`src/pkg/sbl_map.svh`:
```
`ifndef SBL_MAP_SVH
`define SBL_MAP_SVH
// Timing figures in nanoseconds and the clock period.
`define SBL_CLK_PERIOD_NS 25
`define SBL_PRECHARGE_TIME_NS 20
`define SBL_ACT_TO_COL_NS 20
`define SBL_WRITE_RECOVERY_NS 15
`define SBL_SR_EXIT_NS 75
// Least times round up to whole cycles, never below one.
`define SBL_CYC(ns) (((ns) + `SBL_CLK_PERIOD_NS - 1) / `SBL_CLK_PERIOD_NS)
`define SBL_PRECHARGE_CYC `SBL_CYC(`SBL_PRECHARGE_TIME_NS)
`define SBL_ACT_TO_COL_CYC `SBL_CYC(`SBL_ACT_TO_COL_NS)
`define SBL_WRITE_RECOVERY_CYC `SBL_CYC(`SBL_WRITE_RECOVERY_NS)
`define SBL_SR_EXIT_CYC `SBL_CYC(`SBL_SR_EXIT_NS)
// Reset values and defaults.
`define SBL_CAS_LATENCY 3
`define SBL_BURST_LEN 4
`define SBL_NUM_BANKS 4
`endif

```
`src/pkg/sbl_pkg.sv`:
```
package sbl_pkg;
   // Command codes: row strobe, column strobe, write enable (active low).
   typedef enum logic [2:0] {
      SBL_CMD_NOP = 3'h7,
      SBL_CMD_ACTIVE = 3'h3,
      SBL_CMD_READ = 3'h5,
      SBL_CMD_WRITE = 3'h4,
      SBL_CMD_PRECHARGE = 3'h2,
      SBL_CMD_REFRESH = 3'h1,
      SBL_CMD_LOAD_MODE = 3'h0,
      SBL_CMD_BURST_STOP = 3'h6
   } sbl_cmd_t;
   // Per-bank state.
   typedef enum logic [2:0] {
      SBL_BK_IDLE = 3'h0,
      SBL_BK_ACTIVATING = 3'h1,
      SBL_BK_ACTIVE = 3'h3,
      SBL_BK_READ = 3'h2,
      SBL_BK_WRITE = 3'h6,
      SBL_BK_PRECHARGING = 3'h4
   } sbl_bank_t;
   // Clock-enable driven device mode.
   typedef enum logic [2:0] {
      SBL_MD_NORMAL = 3'h0,
      SBL_MD_POWER_DOWN = 3'h1,
      SBL_MD_SELF_REFRESH = 3'h3,
      SBL_MD_SR_EXIT = 3'h2,
      SBL_MD_SUSPEND = 3'h6
   } sbl_mode_t;
endpackage

```
`src/pkg/sbl_if.sv`:
```
`timescale 1ns/100ps
// Command pins between controller and device; cs_n, ras_n, cas_n and we_n are active low.
interface sbl_if;
   logic cke;
   logic cs_n;
   logic ras_n;
   logic cas_n;
   logic we_n;
   logic [1:0] ba;
   logic auto_pre;
   logic dqm;
   modport dev (input cke, input cs_n, input ras_n, input cas_n,
      input we_n, input ba, input auto_pre, input dqm);
   modport ctl (output cke, output cs_n, output ras_n, output cas_n,
      output we_n, output ba, output auto_pre, output dqm);
endinterface

```
`src/core/sbl_device.sv`:
```
`timescale 1ns/100ps
`include "sbl_map.svh"
// Overview of operation
// RULE1 - Chip select high or nop: continue operation.
// RULE2 - Decode only with clock enable high twice.
// RULE3 - Track idle and row active per bank.
// RULE4 - Idle bank n never blocks bank m.
// RULE5 - Accept active, read, write, precharge cross-bank.
// RULE6 - Refresh and mode load need all idle.
// RULE7 - Burst stop acts on current burst bank.
// RULE8 - Unlisted combinations are controller's fault.
// RULE9 - Interrupted auto precharge burst starts precharge.
// RULE10 - Precharge elsewhere leaves running burst alone.
// RULE11 - New read data replaces after latency.
// RULE12 - Write cuts read; mask one clock before.
// RULE13 - Read ends write; data after latency.
// RULE14 - Write ends write; last word before.
// RULE15 - Read interrupts auto precharge read, precharges.
// RULE16 - Write ends auto precharge read, precharges.
// RULE17 - Read ends auto precharge write, recovery.
// RULE18 - Write ends auto precharge write, recovery.
// RULE19 - Clock enable low twice keeps low-power mode.
// RULE20 - Clock enable falling enters low-power modes.
// RULE21 - Power-down exit idle by next edge.
// RULE22 - Self refresh exit waits exit time.
// RULE23 - Suspend exit resumes, decodes next edge.
// RULE24 - Independent state record per bank.
module sbl_device #(
   parameter int CAS_LAT = `SBL_CAS_LATENCY,
   parameter int BURST_LEN = `SBL_BURST_LEN
) (
   input wire logic ref_clk,
   input wire logic nrst,
   sbl_if.dev pins,
   output logic [11:0] bank_state,
   output logic [2:0] mode,
   output logic data_out_valid,
   output logic [1:0] data_out_bank,
   output logic data_in_take,
   output logic [1:0] data_in_bank,
   output logic cmd_accept
);
   localparam int NB = `SBL_NUM_BANKS;
   localparam int PRECHARGE_TIME = `SBL_PRECHARGE_CYC;
   localparam int ACTIVATE_TO_COLUMN_DELAY = `SBL_ACT_TO_COL_CYC;
   localparam int WRITE_RECOVERY_TIME = `SBL_WRITE_RECOVERY_CYC;
   localparam int SELF_REFRESH_EXIT_TIME = `SBL_SR_EXIT_CYC;
   initial
   begin
      if (CAS_LAT < 1 || CAS_LAT > 7 || BURST_LEN < 1 || BURST_LEN > 15)
         $error("sbl_device: unsupported latency or burst length");
   end

   // Pins come from another device: two flip-flops each before use.
   logic [8:0] s1_reg, s2_reg;
   always_ff @(posedge ref_clk or negedge nrst)
      if (!nrst)
      begin
         s1_reg <= 9'h0f0;
         s2_reg <= 9'h0f0;
      end
      else
      begin
         s1_reg <= {pins.cke, pins.cs_n, pins.ras_n, pins.cas_n, pins.we_n,
            pins.ba, pins.auto_pre, pins.dqm};
         s2_reg <= s1_reg;
      end

   // Decoded command at this edge.
   wire cke_now = s2_reg[8];
   wire cs_n = s2_reg[7];
   wire [2:0] code = s2_reg[6:4];
   wire [1:0] ba = s2_reg[3:2];
   wire ap = s2_reg[1];
   logic cke_prev_reg;
   sbl_pkg::sbl_mode_t mode_reg, mode_next;
   logic [7:0] mcnt_reg;
   // An inhibited or nop command changes nothing. RULE1
   wire is_nop = cs_n || (code == 3'h7);
   wire run = (mode_reg == sbl_pkg::SBL_MD_NORMAL) && cke_prev_reg
      && cke_now; // RULE2
   wire c_act = run && !cs_n && code == sbl_pkg::SBL_CMD_ACTIVE;
   wire c_rd = run && !cs_n && code == sbl_pkg::SBL_CMD_READ;
   wire c_wr = run && !cs_n && code == sbl_pkg::SBL_CMD_WRITE;
   wire c_pre = run && !cs_n && code == sbl_pkg::SBL_CMD_PRECHARGE;
   wire c_stop = run && !cs_n && code == sbl_pkg::SBL_CMD_BURST_STOP;
   wire c_ref = !cs_n && code == sbl_pkg::SBL_CMD_REFRESH;
   wire c_col = c_rd || c_wr;

   // Per-bank records. RULE24
   sbl_pkg::sbl_bank_t bst_reg [NB];
   logic [3:0] bcnt_reg [NB];
   logic [3:0] burst_reg [NB];
   logic bap_reg [NB];
   logic [NB-1:0] idle_w;
   logic [1:0] cur_reg;
   logic busy_reg;
   wire all_idle = &idle_w;
   // RULE6 RULE8 are kept by the controller; here only power-down and self refresh entry check all_idle.

   genvar g;
   generate
      for (g = 0; g < NB; g++)
      begin : gb
         wire hit = (ba == 2'(g));
         wire bursting = bst_reg[g] == sbl_pkg::SBL_BK_READ
            || bst_reg[g] == sbl_pkg::SBL_BK_WRITE;
         // Another bank's column command or a stop ends this burst.
         wire cut = bursting && ((c_col && !hit) // RULE11 RULE12 RULE13 RULE14
            || (c_stop && cur_reg == 2'(g))); // RULE7
         wire is_wr = bst_reg[g] == sbl_pkg::SBL_BK_WRITE;
         assign idle_w[g] = bst_reg[g] == sbl_pkg::SBL_BK_IDLE;
         always_ff @(posedge ref_clk or negedge nrst)
            if (!nrst)
            begin
               bst_reg[g] <= sbl_pkg::SBL_BK_IDLE;
               bcnt_reg[g] <= 4'h0;
               burst_reg[g] <= 4'h0;
               bap_reg[g] <= 1'b0;
            end
            else if (run)
            begin
               if (bcnt_reg[g] != 4'h0)
                  bcnt_reg[g] <= bcnt_reg[g] - 4'h1;
               if (burst_reg[g] != 4'h0)
                  burst_reg[g] <= burst_reg[g] - 4'h1;
               case (bst_reg[g])
                  sbl_pkg::SBL_BK_IDLE:
                     if (c_act && hit)
                     begin
                        bst_reg[g] <= sbl_pkg::SBL_BK_ACTIVATING;
                        bcnt_reg[g] <= 4'(ACTIVATE_TO_COLUMN_DELAY - 1);
                     end
                  sbl_pkg::SBL_BK_ACTIVATING:
                     if (bcnt_reg[g] == 4'h0)
                        bst_reg[g] <= sbl_pkg::SBL_BK_ACTIVE; // RULE3
                  sbl_pkg::SBL_BK_ACTIVE, sbl_pkg::SBL_BK_READ,
                  sbl_pkg::SBL_BK_WRITE:
                     if (c_col && hit)
                     begin
                        bst_reg[g] <= c_rd ? sbl_pkg::SBL_BK_READ
                           : sbl_pkg::SBL_BK_WRITE;
                        burst_reg[g] <= 4'(BURST_LEN - 1);
                        bap_reg[g] <= ap;
                     end
                     else if (c_pre && hit)
                     begin
                        bst_reg[g] <= sbl_pkg::SBL_BK_PRECHARGING;
                        bcnt_reg[g] <= 4'(PRECHARGE_TIME - 1);
                     end
                     else if (cut || (bursting && burst_reg[g] == 4'h0))
                     begin
                        // Auto precharge starts on interruption too. RULE9
                        if (bap_reg[g])
                        begin
                           bst_reg[g] <= sbl_pkg::SBL_BK_PRECHARGING;
                           // Writes wait for recovery first. RULE17 RULE18
                           bcnt_reg[g] <= is_wr ? 4'(WRITE_RECOVERY_TIME + PRECHARGE_TIME - 1)
                              : 4'(PRECHARGE_TIME - 1); // RULE15 RULE16
                        end
                        else
                           bst_reg[g] <= sbl_pkg::SBL_BK_ACTIVE;
                     end
                  // Foreign precharge reaches none of the above. RULE10
                  sbl_pkg::SBL_BK_PRECHARGING:
                     if (bcnt_reg[g] == 4'h0)
                        bst_reg[g] <= sbl_pkg::SBL_BK_IDLE; // RULE3
                  default:
                     bst_reg[g] <= sbl_pkg::SBL_BK_IDLE;
               endcase
            end
         assign bank_state[3*g +: 3] = bst_reg[g];
      end
   endgenerate

   // Most recent burst owner, for burst stop and data steering.
   always_ff @(posedge ref_clk or negedge nrst)
      if (!nrst)
      begin
         cur_reg <= 2'h0;
         busy_reg <= 1'b0;
      end
      else if (c_col)
      begin
         cur_reg <= ba;
         busy_reg <= 1'b1;
      end

   // Read data path: a shift line of latency stages. RULE11 RULE13
   // While suspended the line is frozen, so its tap must not pulse again.
   logic [7:0] rd_pipe_reg;
   wire rd_hold = !cke_prev_reg && mode_reg == sbl_pkg::SBL_MD_SUSPEND;
   logic [15:0] rd_bank_reg;
   wire rd_beat = c_rd
      || (bst_reg[cur_reg] == sbl_pkg::SBL_BK_READ && !c_wr && !c_stop
      && burst_reg[cur_reg] != 4'h0 && run);
   always_ff @(posedge ref_clk or negedge nrst)
      if (!nrst)
      begin
         rd_pipe_reg <= 8'h00;
         rd_bank_reg <= 16'h0000;
      end
      else if (rd_hold)
      begin
         rd_pipe_reg <= rd_pipe_reg;
      end
      else
      begin
         rd_pipe_reg <= {rd_pipe_reg[6:0], rd_beat};
         rd_bank_reg <= {rd_bank_reg[13:0], c_rd ? ba : cur_reg};
      end

   // Write data is taken on the write edge and following beats; a
   // column command or a burst stop ends it, so the last word is one clock earlier.
   wire wr_beat = c_wr || (bst_reg[cur_reg] == sbl_pkg::SBL_BK_WRITE
      && !c_col && !c_stop && burst_reg[cur_reg] != 4'h0 && run);

   // Clock-enable mode machine. RULE19 RULE20 RULE21 RULE22 RULE23
   always_comb
   begin
      mode_next = mode_reg;
      case (mode_reg)
         sbl_pkg::SBL_MD_NORMAL:
            if (cke_prev_reg && !cke_now)
            begin
               if (all_idle && is_nop)
                  mode_next = sbl_pkg::SBL_MD_POWER_DOWN; // RULE20
               else if (all_idle && c_ref)
                  mode_next = sbl_pkg::SBL_MD_SELF_REFRESH;
               else if (busy_reg)
                  mode_next = sbl_pkg::SBL_MD_SUSPEND;
            end
         sbl_pkg::SBL_MD_POWER_DOWN:
            if (cke_now && is_nop)
               mode_next = sbl_pkg::SBL_MD_NORMAL; // RULE21
         sbl_pkg::SBL_MD_SELF_REFRESH:
            if (cke_now && is_nop)
               mode_next = sbl_pkg::SBL_MD_SR_EXIT; // RULE22
         sbl_pkg::SBL_MD_SR_EXIT:
            if (mcnt_reg == 8'h00)
               mode_next = sbl_pkg::SBL_MD_NORMAL;
         sbl_pkg::SBL_MD_SUSPEND:
            if (cke_now)
               mode_next = sbl_pkg::SBL_MD_NORMAL; // RULE23
         default:
            mode_next = sbl_pkg::SBL_MD_NORMAL;
      endcase
   end

   // The exit counter loads on entry so it is ready at the exit edge.
   always_ff @(posedge ref_clk or negedge nrst)
      if (!nrst)
      begin
         mode_reg <= sbl_pkg::SBL_MD_NORMAL;
         cke_prev_reg <= 1'b0;
         mcnt_reg <= 8'h00;
      end
      else
      begin
         mode_reg <= mode_next;
         cke_prev_reg <= cke_now;
         if (mode_next == sbl_pkg::SBL_MD_SR_EXIT
            && mode_reg != sbl_pkg::SBL_MD_SR_EXIT)
            mcnt_reg <= 8'(SELF_REFRESH_EXIT_TIME - 1);
         else if (mcnt_reg != 8'h00)
            mcnt_reg <= mcnt_reg - 8'h01;
      end

   // Registered status outputs.
   always_ff @(posedge ref_clk or negedge nrst)
      if (!nrst)
      begin
         mode <= 3'h0;
         data_out_valid <= 1'b0;
         data_out_bank <= 2'h0;
         data_in_take <= 1'b0;
         data_in_bank <= 2'h0;
         cmd_accept <= 1'b0;
      end
      else
      begin
         mode <= mode_next;
         data_out_valid <= !rd_hold && rd_pipe_reg[CAS_LAT - 1]; // RULE23
         data_out_bank <= rd_bank_reg[2*(CAS_LAT - 1) +: 2];
         data_in_take <= wr_beat;
         data_in_bank <= c_wr ? ba : cur_reg;
         cmd_accept <= run && !is_nop; // RULE4 RULE5
      end
endmodule // sbl_device

```
`src/flat_wrapper.sv`:
```
// flat-port wrapper written by rule: the top's interface ports become plain ports
module sbl_device_flat 
#(
   parameter int CAS_LAT = `SBL_CAS_LATENCY,
   parameter int BURST_LEN = `SBL_BURST_LEN
)
  (ref_clk, nrst, bank_state, mode, data_out_valid, data_out_bank, data_in_take, data_in_bank, cmd_accept, pins_cke, pins_cs_n, pins_ras_n, pins_cas_n, pins_we_n, pins_ba, pins_auto_pre, pins_dqm);
  sbl_if pins_i ();
  input wire logic ref_clk;
  input wire logic nrst;
  output logic [11:0] bank_state;
  output logic [2:0] mode;
  output logic data_out_valid;
  output logic [1:0] data_out_bank;
  output logic data_in_take;
  output logic [1:0] data_in_bank;
  output logic cmd_accept;
  input wire logic [$bits(pins_i.cke)-1:0] pins_cke;
  input wire logic [$bits(pins_i.cs_n)-1:0] pins_cs_n;
  input wire logic [$bits(pins_i.ras_n)-1:0] pins_ras_n;
  input wire logic [$bits(pins_i.cas_n)-1:0] pins_cas_n;
  input wire logic [$bits(pins_i.we_n)-1:0] pins_we_n;
  input wire logic [$bits(pins_i.ba)-1:0] pins_ba;
  input wire logic [$bits(pins_i.auto_pre)-1:0] pins_auto_pre;
  input wire logic [$bits(pins_i.dqm)-1:0] pins_dqm;
  assign pins_i.cke = pins_cke;
  assign pins_i.cs_n = pins_cs_n;
  assign pins_i.ras_n = pins_ras_n;
  assign pins_i.cas_n = pins_cas_n;
  assign pins_i.we_n = pins_we_n;
  assign pins_i.ba = pins_ba;
  assign pins_i.auto_pre = pins_auto_pre;
  assign pins_i.dqm = pins_dqm;
  sbl_device #(.CAS_LAT(CAS_LAT), .BURST_LEN(BURST_LEN)) u_core (.ref_clk(ref_clk), .nrst(nrst), .pins(pins_i), .bank_state(bank_state), .mode(mode), .data_out_valid(data_out_valid), .data_out_bank(data_out_bank), .data_in_take(data_in_take), .data_in_bank(data_in_bank), .cmd_accept(cmd_accept));
endmodule
```
`config.mk`:
```
export PLATFORM = sky130hd
export DESIGN_NAME = sbl_device_flat
export DESIGN_NICKNAME = d
export VERILOG_FILES = /design/src/pkg/sbl_pkg.sv /design/src/pkg/sbl_if.sv /design/src/core/sbl_device.sv /design/src/flat_wrapper.sv
export VERILOG_INCLUDE_DIRS = /design/src /design/src/pkg
export SDC_FILE = /design/constraint.sdc
export NUM_CORES = 1
export LEC_CHECK = 0
export BUFFER_PORTS_ARGS = -buffer_cell sky130_fd_sc_hd__buf_4
export CAP_MARGIN = 10
export CORE_MARGIN = 2
export CORE_UTILIZATION = 46
export DETAILED_ROUTE_END_ITERATION = 10
export PLACE_DENSITY_LB_ADDON = 0.12
export SLEW_MARGIN = 15
export SYNTH_ARGS = -nofsm -noshare
export SYNTH_HDL_FRONTEND = slang
export SYNTH_SLANG_ARGS = --single-unit
```
`constraint.sdc`:
```
create_clock -name ref_clk -period 2.5 [get_ports ref_clk]
set_clock_uncertainty 0.05 [all_clocks]
set_input_delay 0.25 -clock ref_clk [delete_from_list [all_inputs] [get_ports ref_clk]]
set_output_delay 0.25 -clock ref_clk [all_outputs]
set_load 0.02 [all_outputs]
```
==> reports/qor.yml <==
status:
  status: "finished, violations left"
  violations: "DRC"
logic_synthesis:
  ys_ff_latch: 95
  ys_async_sr_fraction: 1.000
  synth_area_per_cell_um2: 9.514
  synth_edf_count: 0
  synth-seq-area-share: 0.4379
  synth_area_leaders: "dfrtp_1 (40%), dfstp_2 (3.9%), nand2_1 (3.9%), mux2_2 (2.9%), o21ai_0 (2.8%)"
  synth.distinct_cells: 88
  syn-cell-area_um2: 5451
  synth_top_area_cell: "dfrtp_1"
  synth_nets: 593
  netlist_instances: 573
  synth-main-ff-cell: "dfrtp_1"
  synth_top_area_share: 0.3994
  ys_warn_count: 0
cts:
  clkSinkCount: 95
  cts_tree: "done"
  cts.clk_slew.worst_paths_ps: 70
  cts_root_buf: "clkbuf_16"
  numCtsBuffers: 9
  clockBufferDepth: 2
  worstSkewPairLatency_ps: 360
  htreeDepth: 3
finish:
  drive_gt1_frac: 0.2376
  n_fill_cell: 1034
  n_antenna_cell: 0
  fin_util: 0.5682
  final_nets: 659
  areaGrowthSynthToFinish_pct: 20.04
  layout.cells.non_filler: 787
timing:
  tns_ps: 0
  fin_crit_sh: 0.9792
  hold_viol_final: 0
  slew_headroom: 0.5995
  setup_viol: 0
  maxSlewViolCount: 0
  max_slew.worst_pin.slew_ps: 595.4
  post-route-min-period_ps: 2448
  clock.fmax_mhz: 408.5
  rsz0062_at_grt: "yes"
pwr:
  cellPowerDensity_nw_per_um2: 981.0
  p_leak_nw: 2.839
  max-vdd-ir-drop_uv: 640.0
  p_total_w: 0.006419
drt:
  via_per_inst: 5.977
  drtAntennaViolNets: 0
  wl_per_cell_um: 17.28
  vias: 4704
  wl_um: 13600
  drt_iter0_markers: 351
  first_pass_iters: 8
  drc_errors: 2
setup_path:
  crit_arrival_ps: 2640
  reg2regPathDepth: 7
  crit_type: "reg2reg"
  slowest_stage: "or4b_4"
  crit_family: "simple AND/OR/NAND/NOR gates"
  crit_chain: "or4b_4 > buf_6 > nor2_8 > nand4b_1 > o211ai_1 > and2_4 > mux2_2"
  crit_path_end: "u_core.bank_state[11]"
  worstReg2RegStart: "u_core.mode_reg[0]"
  cp_data_required_time_ps: 2690
  end_kind: "register"
  cp-start-kind: "register"
  critical_path_depth: 7
  crit_start: "u_core.mode_reg[0]"
  rrSetupSlack_ps: 50
  path_buf_inv: 1
  r2r_end: "u_core.bank_state[11]"
  path_max_fanout: 6
  slowest_delay_ps: 550
flow_run:
  cap_violations: 0
global_route:
  grt_overflow: 0
  grt_usage: 0.2250
  grt_max_degree: 44
  antenna_found_initial: 0
  grt_pass1_vias: 4568
  grt_pass1_wl_um: 22900
place:
  hpwl_um: 9755
  gp_congestion: 0.9196
  placed_cells: 761
  port_buffers: 31
worst_hold_path:
  hold_path_class: "reg2reg"
die:
  die_x_um: 112.9
  start_util: 0.4734
  rows: 39
  io_pins: 33
  die-height_um: 112.9
  core_area_um2: 11520
  dieArea_um2: 12740
how the worst min path moves through the flow:
stage,from,endpoint,slack (ps),cells after the start
2_1_floorplan,nrst,u_core.bank_state[0],-100,0
3_3_place_gp,nrst,u_core.mcnt_reg[3],230,1
6_report,u_core.s1_reg[1],u_core.s2_reg[1],300,0
5_1_grt,u_core.s1_reg[7],u_core.s2_reg[7],310,0
3_5_place_dp,nrst,u_core.mcnt_reg[3],240,1
4_1_cts,u_core.s1_reg[1],u_core.s2_reg[1],300,0
where the power goes:
group          switching (W)  total [W]  internal, W  leakage (nW)
sequential          0.000351    0.00230      0.00195          1.19
combinational        0.00146    0.00264      0.00118          1.49
clock               0.000670    0.00148     0.000809         0.158
total                0.00248    0.00642      0.00394          2.84
cell usage after synthesis, types with 3 or more instances:
cell / number
dfrtp_1: 87
nand2_1: 56
nor2_1: 39
o21ai_0: 31
inv_1: 27
nor3_1: 22
a21oi_1: 20
clkbuf_1: 20
nand2b_1: 16
nand3_1: 16
mux2_2: 14
nor2b_1: 14
a31oi_1: 12
nand4_1: 12
o211ai_1: 11
ha_1: 9
dfstp_2: 8
mux2i_1: 8
buf_2: 7
xnor2_1: 7
nor3b_1: 6
a31o_2: 5
nor4_1: 5
o31ai_1: 5
a21o_1: 4
nor4bb_1: 4
o21ai_1: 4
or4_1: 4
a211o_1: 3
a21boi_0: 3
and2_1: 3
and4b_1: 3
o2111ai_1: 3
o22ai_1: 3
o2bb2ai_1: 3
o31a_1: 3
o41ai_1: 3
or3b_2: 3
cells in the final DEF, fill, tap and decap left out, types with 9 or more instances in the layout:
cell / count
dfrtp_1: 86
buf_4: 76
nand2_1: 56
nor2_1: 39
o21ai_0: 31
inv_1: 27
nor3_1: 21
a21oi_1: 20
nand2b_1: 16
nand3_1: 16
nor2b_1: 14
mux2_2: 14
nand4_1: 12
a31oi_1: 12
o211ai_1: 11
ha_1: 9
clkbuf_16: 9
dlygate4sd3_1: 9
stage by stage:
step	hold slack (ps)	area, um^2	setup WS, ps
2_1_floorplan	-95.59	5451	131.6
3_3_place_gp	230.0	6083	110.3
3_5_place_dp	237.3	6083	-34.18
4_1_cts	304.0	6504	29.88
5_1_grt	311.0	6544	-14.05
6_report	302.2	6544	51.95
what timing repair did:
| action | in CTS | in global routing |
|---|---|---|
| endpoints found under the setup margin | 1 | 9 |
| endpoints found under the hold margin | 45 | 0 |
| buffers inserted | 0 | 1 |
| hold buffers | 9 | 0 |
| pin swaps | 0 | 2 |
| gates resized for setup | 2 | 7 |
layout make-up:
type                       count  area [um^2]  area share
clock buffer                   9        225.2     0.03442
clock inverter                 7        95.09     0.01453
inverter                      27        101.3     0.01549
multi-input combinational    418         2843      0.4344
sequential                    95         2389      0.3650
tap                          143        178.9     0.02734
timing repair buffer          88        711.9      0.1088
cell families (layout without fill, tap and decap cells):
group | after synthesis | in the layout | share of synthesized area
simple gates | 227 | 227 | 0.2334
xor+xnor | 9 | 9 | 0.01446
flops | 95 | 95 | 0.4379
fa+ha+maj | 9 | 9 | 0.02066
mux | 23 | 23 | 0.04774
buf+inv | 60 | 131 | 0.04751
compound gates | 150 | 150 | 0.1983
metal layers:
layer	vias to the layer above	GRT usage	part of all wire
met1	2291	0.3104	0.47
met3	26	0.04017	0.049
met5	-	0	0
met4	0	0.09593	0.024
li1	2250	-	-
met2	137	0.3510	0.46
No activity file was read; power rests on OpenSTA's default activity.
